$ cat config.mk
export PLATFORM = sky130hd
export DESIGN_NAME = bsm_boot_select
export DESIGN_NICKNAME = d
export VERILOG_FILES = /design/src/bsm_pkg.sv /design/src/bsm_bank_decode.sv /design/src/bsm_boot_select.sv
export SDC_FILE = /design/constraint.sdc
export NUM_CORES = 1
export LEC_CHECK = 0
export ABC_AREA = 1
export BUFFER_PORTS_ARGS = -buffer_cell sky130_fd_sc_hd__buf_2
export CAP_MARGIN = 20
export CORE_MARGIN = 5
export CORE_UTILIZATION = 46
export CTS_CLUSTER_SIZE = 25
export DETAILED_ROUTE_END_ITERATION = 12
export HOLD_SLACK_MARGIN = 0.15
export PLACE_DENSITY = 0.88
export SLEW_MARGIN = 0
export SYNTH_ARGS = -nofsm -noshare
export SYNTH_HDL_FRONTEND = slang
export SYNTH_HIERARCHICAL = 1
export SYNTH_SLANG_ARGS = --single-unit
$ cat constraint.sdc
create_clock -name clock -period 1.95 [get_ports clock]
set_clock_uncertainty 0.15 [all_clocks]
set_input_delay 0.39 -clock clock [delete_from_list [all_inputs] [get_ports clock]]
set_output_delay 0.39 -clock clock [all_outputs]
set_load 0.02 [all_outputs]
$ cat src/bsm_pkg.sv
// Purpose: Constants and carriers for boot strap capture and SDRAM bank select
// Assumes: Single 50 MHz clock, asynchronous active-high reset
// Notes:   Strap codes, window tags and widths are named here; decoded bus widths are literals
// How it works
// - Capture strap pins after reset release as boot configuration
// - Four strap inputs form code, bit 3 MSB
// - 0010 8-bit NAND 2K, 0111 8-bit NAND 512
// - 0011 16-bit NAND 2K, 0100 16-bit NAND 512
// - 0x80000000-0x8fffffff asserts bank zero select
// - Bank one select window starts at 0x90000000
// - Each bank is 32-bit, memory clock 133MHz
package bsm_pkg;

  localparam int STRAP_W = 4;
  localparam logic [STRAP_W-1:0] STRAP_DEFAULT = 4'h7;
  localparam logic [STRAP_W-1:0] CODE_SERIAL   = 4'h0;
  localparam logic [STRAP_W-1:0] CODE_NAND8_2K = 4'h2;
  localparam logic [STRAP_W-1:0] CODE_NAND16_2K = 4'h3;
  localparam logic [STRAP_W-1:0] CODE_NAND16_512 = 4'h4;
  localparam logic [STRAP_W-1:0] CODE_NOR16    = 4'h5;
  localparam logic [STRAP_W-1:0] CODE_STATIC32 = 4'h6;
  localparam logic [STRAP_W-1:0] CODE_NAND8_512 = 4'h7;

  localparam int ADDR_W = 32;
  localparam int WINDOW_LSB = 28;
  localparam logic [3:0] BANK0_TAG = 4'h8;
  localparam logic [3:0] BANK1_TAG = 4'h9;

  localparam int SDRAM_DATA_W = 32;
  localparam int SDRAM_CHIP_W = 16;
  localparam int SDRAM_CLK_MHZ = 133;
  localparam int SYS_CLK_MHZ   = 50;

  typedef enum logic [3:0] {
    BSM_SRC_SERIAL,
    BSM_SRC_NAND,
    BSM_SRC_NOR16,
    BSM_SRC_STATIC32,
    BSM_SRC_RESERVED
  } bsm_source_e;

  typedef struct packed {
    bsm_source_e      source;
    logic [4:0]       busWidth;
    logic             largePage;
    logic             staticChipSelectZero;
    logic             reserved;
    logic [STRAP_W-1:0] code;
  } bsm_boot_s;

  typedef struct packed {
    logic               valid;
    logic [ADDR_W-1:0]  addr;
  } bsm_access_s;

  typedef struct packed {
    logic sdramBank0Select;
    logic sdramBank1Select;
    logic bank1Enabled;
  } bsm_select_s;

endpackage

$ cat src/bsm_bank_decode.sv
// Purpose: Decode one SDRAM bank window from an address
// Assumes: Window is the top address nibble
// Notes:   Instantiated once per bank
`timescale 1ns/100ps
`default_nettype none
module bsm_bank_decode #(
  parameter logic [3:0] TAG = 4'h8
) (
  input  wire logic                      enable,
  input  wire bsm_pkg::bsm_access_s      access,
  output logic                           hit
);

  // Window match on upper nibble
  assign hit = enable & access.valid &
               (access.addr[bsm_pkg::ADDR_W-1:bsm_pkg::WINDOW_LSB] == TAG);

endmodule
`default_nettype wire

$ cat src/bsm_boot_select.sv
// Purpose: Strap capture, boot source decode, SDRAM bank selects
// Assumes: Strap pins are asynchronous and stable around reset release
// Notes:   Selects are registered, one cycle after the access
`timescale 1ns/100ps
`default_nettype none
module bsm_boot_select (
  input  wire logic                            clock,
  input  wire logic                            sys_rst,
  input  wire logic [bsm_pkg::STRAP_W-1:0]     bootStrap,
  input  wire logic                            bank1Populated,
  input  wire bsm_pkg::bsm_access_s            access,
  output bsm_pkg::bsm_boot_s                   bootConfig,
  output logic                                 bootConfigValid,
  output bsm_pkg::bsm_select_s                 memSelect
);

  ////////////////////////////////////////////////////////////////////////
  // Pin synchronisers

  logic [bsm_pkg::STRAP_W-1:0] strapMeta_reg;
  logic [bsm_pkg::STRAP_W-1:0] strapSync_reg;
  logic                        popMeta_reg;
  logic                        popSync_reg;

  // Two stages before any logic reads the straps
  always_ff @(posedge clock or posedge sys_rst)
  begin
    if (sys_rst)
    begin
      strapMeta_reg <= bsm_pkg::STRAP_DEFAULT;
      strapSync_reg <= bsm_pkg::STRAP_DEFAULT;
      popMeta_reg   <= 1'b0;
      popSync_reg   <= 1'b0;
    end
    else
    begin
      strapMeta_reg <= bootStrap;
      strapSync_reg <= strapMeta_reg;
      popMeta_reg   <= bank1Populated;
      popSync_reg   <= popMeta_reg;
    end
  end

  ////////////////////////////////////////////////////////////////////////
  // Capture sequencer

  typedef enum logic [1:0] {
    CAP_SETTLE,
    CAP_FILL,
    CAP_TAKE,
    CAP_DONE
  } bsm_cap_e;

  bsm_cap_e                    capState_reg;
  bsm_cap_e                    capState_next;
  logic [bsm_pkg::STRAP_W-1:0] code_reg;
  logic [bsm_pkg::STRAP_W-1:0] code_next;
  logic                        bank1En_reg;
  logic                        bank1En_next;

  // Two edges fill the sync pipe, then latch once
  always_comb
  begin
    capState_next = capState_reg;
    code_next     = code_reg;
    bank1En_next  = bank1En_reg;
    case (capState_reg)
      CAP_SETTLE: capState_next = CAP_FILL;
      CAP_FILL:   capState_next = CAP_TAKE; // Sync stage one now holds the pins
      CAP_TAKE:
      begin
        code_next     = strapSync_reg;
        bank1En_next  = popSync_reg;
        capState_next = CAP_DONE;
      end
      CAP_DONE: capState_next = CAP_DONE;
      default:  capState_next = CAP_SETTLE;
    endcase
  end

  // Held until next reset
  always_ff @(posedge clock or posedge sys_rst)
  begin
    if (sys_rst)
    begin
      capState_reg <= CAP_SETTLE;
      code_reg     <= bsm_pkg::STRAP_DEFAULT;
      bank1En_reg  <= 1'b0;
    end
    else
    begin
      capState_reg <= capState_next;
      code_reg     <= code_next;
      bank1En_reg  <= bank1En_next;
    end
  end

  ////////////////////////////////////////////////////////////////////////
  // Boot source decode

  bsm_pkg::bsm_boot_s boot_next;
  bsm_pkg::bsm_boot_s boot_reg;

  // Map code to source, width, page size
  always_comb
  begin
    boot_next                      = '0;
    boot_next.code                 = code_reg;
    boot_next.source               = bsm_pkg::BSM_SRC_RESERVED;
    boot_next.reserved             = 1'b1;
    case (code_reg)
      bsm_pkg::CODE_SERIAL:
      begin
        boot_next.source   = bsm_pkg::BSM_SRC_SERIAL;
        boot_next.reserved = 1'b0;
      end
      bsm_pkg::CODE_NAND8_2K:
      begin
        boot_next.source    = bsm_pkg::BSM_SRC_NAND;
        boot_next.busWidth  = 5'h08;
        boot_next.largePage = 1'b1;
        boot_next.reserved  = 1'b0;
      end
      bsm_pkg::CODE_NAND8_512:
      begin
        boot_next.source               = bsm_pkg::BSM_SRC_NAND;
        boot_next.busWidth             = 5'h08;
        boot_next.staticChipSelectZero = 1'b1;
        boot_next.reserved             = 1'b0;
      end
      bsm_pkg::CODE_NAND16_2K:
      begin
        boot_next.source    = bsm_pkg::BSM_SRC_NAND;
        boot_next.busWidth  = 5'h10;
        boot_next.largePage = 1'b1;
        boot_next.reserved  = 1'b0;
      end
      bsm_pkg::CODE_NAND16_512:
      begin
        boot_next.source   = bsm_pkg::BSM_SRC_NAND;
        boot_next.busWidth = 5'h10;
        boot_next.reserved = 1'b0;
      end
      bsm_pkg::CODE_NOR16:
      begin
        boot_next.source               = bsm_pkg::BSM_SRC_NOR16;
        boot_next.busWidth             = 5'h10;
        boot_next.staticChipSelectZero = 1'b1;
        boot_next.reserved             = 1'b0;
      end
      bsm_pkg::CODE_STATIC32:
      begin
        boot_next.source               = bsm_pkg::BSM_SRC_STATIC32;
        boot_next.busWidth             = 5'h00;
        boot_next.staticChipSelectZero = 1'b1;
        boot_next.reserved             = 1'b0;
      end
      default:
      begin
        boot_next.source   = bsm_pkg::BSM_SRC_RESERVED;
        boot_next.reserved = 1'b1;
      end
    endcase
  end

  ////////////////////////////////////////////////////////////////////////
  // SDRAM bank decode

  logic               hit0;
  logic               hit1;
  bsm_pkg::bsm_select_s sel_next;
  bsm_pkg::bsm_select_s sel_reg;
  logic               valid_next;
  logic               valid_reg;

  // Bank zero window
  bsm_bank_decode #(
    .TAG (bsm_pkg::BANK0_TAG)
  ) u_bank0 (
    .enable (1'b1),
    .access (access),
    .hit    (hit0)
  );

  // Bank one window, only when populated
  bsm_bank_decode #(
    .TAG (bsm_pkg::BANK1_TAG)
  ) u_bank1 (
    .enable (bank1En_reg),
    .access (access),
    .hit    (hit1)
  );

  // Selects and valid flag
  always_comb
  begin
    sel_next.sdramBank0Select = hit0;
    sel_next.sdramBank1Select = hit1;
    sel_next.bank1Enabled     = bank1En_reg;
    valid_next                = (capState_reg == CAP_DONE);
  end

  // Registered outputs
  always_ff @(posedge clock or posedge sys_rst)
  begin
    if (sys_rst)
    begin
      boot_reg  <= '0;
      sel_reg   <= '0;
      valid_reg <= 1'b0;
    end
    else
    begin
      boot_reg  <= boot_next;
      sel_reg   <= sel_next;
      valid_reg <= valid_next;
    end
  end

  assign bootConfig      = boot_reg;
  assign bootConfigValid = valid_reg;
  assign memSelect       = sel_reg;

endmodule
`default_nettype wire

Yosys cells after proc, flatten, opt, wreduce, memory -nomap -nowiden --
Cells that the tools add are included. W data, S select, Z words.
Operators by class: bitwise gates (word level) 3, muxes and demuxes 6, reduce and logical (&&, ||, !) cells 9, equality and inequality tests 11
Operators by type and width (count):
- $eq A4 B3 Y1 const B | 4
- $pmux W3 S4 | 1
- $pmux W5 S2 | 1
- $eq A4 B2 Y1 const B | 2
- $eq A4 B4 Y1 const B | 2
- $reduce_or A7 Y1 | 1
- $pmux W2 S3 | 1
- $reduce_or A2 Y1 | 3
- $reduce_or A3 Y1 | 2
- $eq A2 B2 Y1 const B | 2
- $logic_not A4 Y1 | 1
- $reduce_or A4 Y1 | 1
- $and A1 B1 Y1 | 3
- $mux W1 | 3
- $eq A2 B1 Y1 const B | 1
- $logic_not A2 Y1 | 1
Storage, ports and cells: input bits 40, register bits after elaboration 37, output and inout port bits 20, logic and storage cells 46

Longest topological paths before layout --
depth after elaboration 3, gate-level depth with buffers 4

Hierarchy --
Netlist, hierarchy kept.
Modules (own cells, without submodules):
- bsm_boot_select | sequential area each 837.1 um^2, area each 1091.0 um^2, instances 1, cells an instance 91
- bsm_bank_decode at u_bank1 | sequential area each 0.0 um^2, area each 28.8 um^2, instances 1, cells an instance 7
- bsm_bank_decode at u_bank0 | sequential area each 0.0 um^2, area each 25.0 um^2, instances 1, cells an instance 6

Worst setup path before layout --
No wires, ideal clock.
path type register to register, from reg code_reg[2] (netlist name), to reg boot_reg (netlist bit bootConfig[10]), required time 1735 ps, path slack 930 ps, clock period less this slack 1020 ps, stages on the path, launching flop included 5, library setup time 65 ps, data arrival time 805 ps, buffers on the path 0, cells stage by stage dfstp_2 > inv_2 > nor2_4 > nand2_1 > nand2_1
RTL lines:
- start, declared | line bsm_boot_select.sv:56 | logic [bsm_pkg::STRAP_W-1:0] code_reg;
- start signal, assigned | line bsm_boot_select.sv:87 | code_reg <= bsm_pkg::STRAP_DEFAULT;
- start signal, assigned | line bsm_boot_select.sv:93 | code_reg <= code_next;
- end signal, assigned | line bsm_boot_select.sv:214 | boot_reg <= boot_next;
- end, declared | line bsm_boot_select.sv:102 | bsm_pkg::bsm_boot_s boot_reg;

Worst setup path after layout --
from reg boot_reg (netlist bit bootConfig[4]), to out bootConfig[4] (netlist name)
RTL lines:
- end, declared | line bsm_boot_select.sv:12 | output bsm_pkg::bsm_boot_s bootConfig,
No word-level cell between the ends.

==> insert_results.sql <==
INSERT INTO impl_metrics (metric_group, metric, value, unit) VALUES
('synth', 'synth_cell_types', '14', ''),
('power', 'power_density', '932.3', 'nW/um^2'),
('clocking', 'clock-root-buffer', 'sky130_fd_sc_hd__clkbuf_4', ''),
('placement', 'portBuffers', '27', ''),
('power', 'static-leakage-power', '0.7908', 'nW'),
('job', 'maxCapViolCount', '0', ''),
('detailed_routing', 'routed_wire_length_per_instance', '11.22', 'um'),
('synth', 'yosys_warnings', '6', ''),
('detailed_routing', 'detailedRoute.firstIterationViolations', '12', ''),
('floorplanning', 'dieArea', '3586', 'sq um'),
('synth', 'synth_top_flop_cell', 'sky130_fd_sc_hd__dfrtp_1', ''),
('critical_path', 'rrSetupSlack', '810', 'ps'),
('status', 'outcome', 'complete, no violations', ''),
('synth', 'asyncSetResetFlopFracSynth', '100.0', '%'),
('synth', 'yosys.area.top_type', 'sky130_fd_sc_hd__dfrtp_1', ''),
('floorplanning', 'start_util', '47.07', '%'),
('sta', 'max_freq', '713.9', 'MHz'),
('global_route', 'grt_pass1_wl', '3284', 'um'),
('floorplanning', 'die-width', '59.89', 'um'),
('global_route', 'grtUsageTotal', '13.27', '%'),
('clocking', 'clock_tree_from_tritoncts', 'done', ''),
('clocking', 'post_cts_resize_count', '0', ''),
('detailed_routing', 'detailed_route_drc_error_count', '0', ''),
('critical_path', 'r2r_start', 'code_reg[1]', ''),
('synth', 'synth.most_common_cell', 'sky130_fd_sc_hd__nand2_1', ''),
('critical_path', 'cp_slowest_stage_delay', '380', 'ps'),
('sta', 'final.min_clock_period', '1401', 'ps'),
('critical_path', 'critPathTopFamily', 'flip-flops', ''),
('floorplanning', 'design.core.area', '2432', 'sq um'),
('critical_path', 'critPathSlowestCell', 'sky130_fd_sc_hd__dfrtp_1', ''),
('finish', 'final_core_util', '60.08', '%'),
('synth', 'ys_seq_elements', '33', ''),
('sta', 'setup_viol_count_final', '0', ''),
('finish', 'largest_register_ff_count', '12', ''),
('critical_path', 'r2r-end', 'bootConfig[10]', ''),
('power', 'max-vdd-ir-drop', '0.6642', 'mV'),
('detailed_routing', 'detail-route-antenna-nets', '0', ''),
('sta', 'fin_setup_tns', '0', 'ps'),
('critical_path', 'type_of_the_worst_setup_path', 'flip-flop to primary output', ''),
('critical_path', 'crit_buf_inv', '1', ''),
('critical_path', 'ordered_cell_list_for_the_critical_path', 'buf_2', ''),
('critical_path', 'timing.reg2reg.worst_path_depth', '4', ''),
('clocking', 'cts.clk_slew.worst_paths', '90', 'ps'),
('detailed_routing', 'finalWirelength', '1975', 'um'),
('sta', 'max_slew_violation_count', '0', ''),
('critical_path', 'critPathRequiredTime', '1410', 'ps'),
('finish', 'nNetsFinal', '185', ''),
('finish', 'area_delta_synth_final', '27.65', '%'),
('critical_path', 'critical_path.endpoint_type', 'primary output', ''),
('synth', 'synth_edf_count', '0', ''),
('synth', 'post_synth_instance_area', '1145', 'sq um'),
('sta', 'timing.final.crit_share', '71.83', '%'),
('critical_path', 'start_kind', 'flip-flop', ''),
('detailed_routing', 'drt_pre_antenna_iters', '4', ''),
('detailed_routing', 'route.vias.total', '776', ''),
('detailed_routing', 'detail_route.vias_per_cell', '4.409', ''),
('synth', 'post_synth_inst_count', '104', ''),
('sta', 'rsz0062_at_grt', 'false', ''),
('synth', 'synthDominantCellAreaShare', '52.46', '%'),
('global_route', 'first_global_vias', '775', ''),
('finish', 'antenna_cells_inserted', '0', ''),
('synth', 'post_synth_most_frequent_cells', '38 x sky130_fd_sc_hd__nand2_1, 24 x sky130_fd_sc_hd__dfrtp_1, 10 x sky130_fd_sc_hd__inv_1', ''),
('clocking', 'ctsHtreeMaxLevel', '2', ''),
('worst_hold_path', 'worst_hold_endpoint', 'memSelect[1]', ''),
('clocking', 'clock_insertion_delay_worst_skew', '330', 'ps'),
('clocking', 'cts_inserted_buffers', '5', ''),
('finish', 'filler_cell_count_in_the_final_layout', '210', ''),
('floorplanning', 'chipHeight', '59.89', 'um'),
('synth', 'sequential_area_share_after_synthesis', '73.11', '%'),
('global_route', 'overflow', '0', ''),
('sta', 'finalHoldViolCount', '0', '');
## how the worst max path moves through the flow
stage | from | to | cells past startpoint
detailed placement | code_reg[1] | bootConfig[4] | 3
CTS | bootConfig[1] | bootConfig[1] | 1
global placement | code_reg[2] | bootConfig[12] | 4
global route | bootConfig[4] | bootConfig[4] | 1
finish | bootConfig[4] | bootConfig[4] | 1
floorplan | sys_rst | bank1En_reg | 1
## per-stage QoR
step / std cells / area [sq um] / worst slack (ps) / total power [mW] / hold WS [ps]
3_3_place_gp: 161 / 1306 / 893.8 / 0.8392 / 182.0
2_1_floorplan: 107 / 1156 / 705.7 / 0.8131 / 181.2
3_5_place_dp: 161 / 1306 / 830.2 / 0.8481 / 186.2
4_1_cts: 176 / 1461 / 523.4 / 1.381 / 150.3
6_report: 176 / 1461 / 549.2 / 1.362 / 168.3
5_1_grt: 176 / 1461 / 503.7 / 1.424 / 173.4
## layout make-up
cell class,count,area (sq um),area share [%]
tap,30,37.54,2.568
clock inverter,1,30.03,2.055
sequential,33,837.1,57.28
multi-input combinational,57,240.2,16.44
clock buffer,7,55.05,3.767
inverter,13,48.80,3.339
timing repair buffer,35,212.7,14.55
## per-layer routing
layer  global-route usage [%]  vias to the layer above  routed length, um
li1                         -                      377                  -
met1                    12.68                      363                644
met2                    23.77                       31               1125
met3                    4.536                        5                167
met4                    8.544                        0                 38
met5                        0                        -                  0
## timing repair
action | in CTS | in global routing
setup buffers | 0 | 0
hold endpoints to repair | 30 | 0
hold buffers | 7 | 0
## power breakdown
group | total (mW) | switching, mW | internal (mW)
Clock | 0.518 | 0.212 | 0.306
Sequential | 0.736 | 0.0141 | 0.722
Combinational | 0.108 | 0.0693 | 0.0390
Total | 1.36 | 0.296 | 1.07
## worst reg2reg max path, delay by kind of cell, from the launching register on
family	cells	cell delay, ps
flops	1	590
simple gates	3	270
buf+inv	1	70
## kinds of logic after synthesis
family,share of synthesized area [%]
simple gates,18.03
other cells,0.6560
flops,73.12
compound gates,1.311
buf+inv,6.886
## cells in the final DEF, fill, tap and decap left out
cell                            netlist  layout
sky130_fd_sc_hd__dlygate4sd3_1        0       7
sky130_fd_sc_hd__nand2_2              1       1
sky130_fd_sc_hd__nor2_2               1       1
sky130_fd_sc_hd__o21ai_0              2       2
sky130_fd_sc_hd__inv_2                3       3
sky130_fd_sc_hd__nand2_1             38      38
sky130_fd_sc_hd__inv_1               10      10
sky130_fd_sc_hd__or2_0                1       1
sky130_fd_sc_hd__buf_4                4       1
sky130_fd_sc_hd__a21oi_1              1       1
sky130_fd_sc_hd__bufinv_16            0       1
sky130_fd_sc_hd__conb_1               2       5
sky130_fd_sc_hd__dfstp_2              9       9
sky130_fd_sc_hd__nor2_1               6       6
sky130_fd_sc_hd__clkbuf_1             0       1
sky130_fd_sc_hd__buf_2                0      27
sky130_fd_sc_hd__clkbuf_4             0       5
sky130_fd_sc_hd__dfrtp_1             24      24
sky130_fd_sc_hd__nor2_4               2       2
sky130_fd_sc_hd__clkbuf_8             0       1
Power figures use the tool's default switching activity.
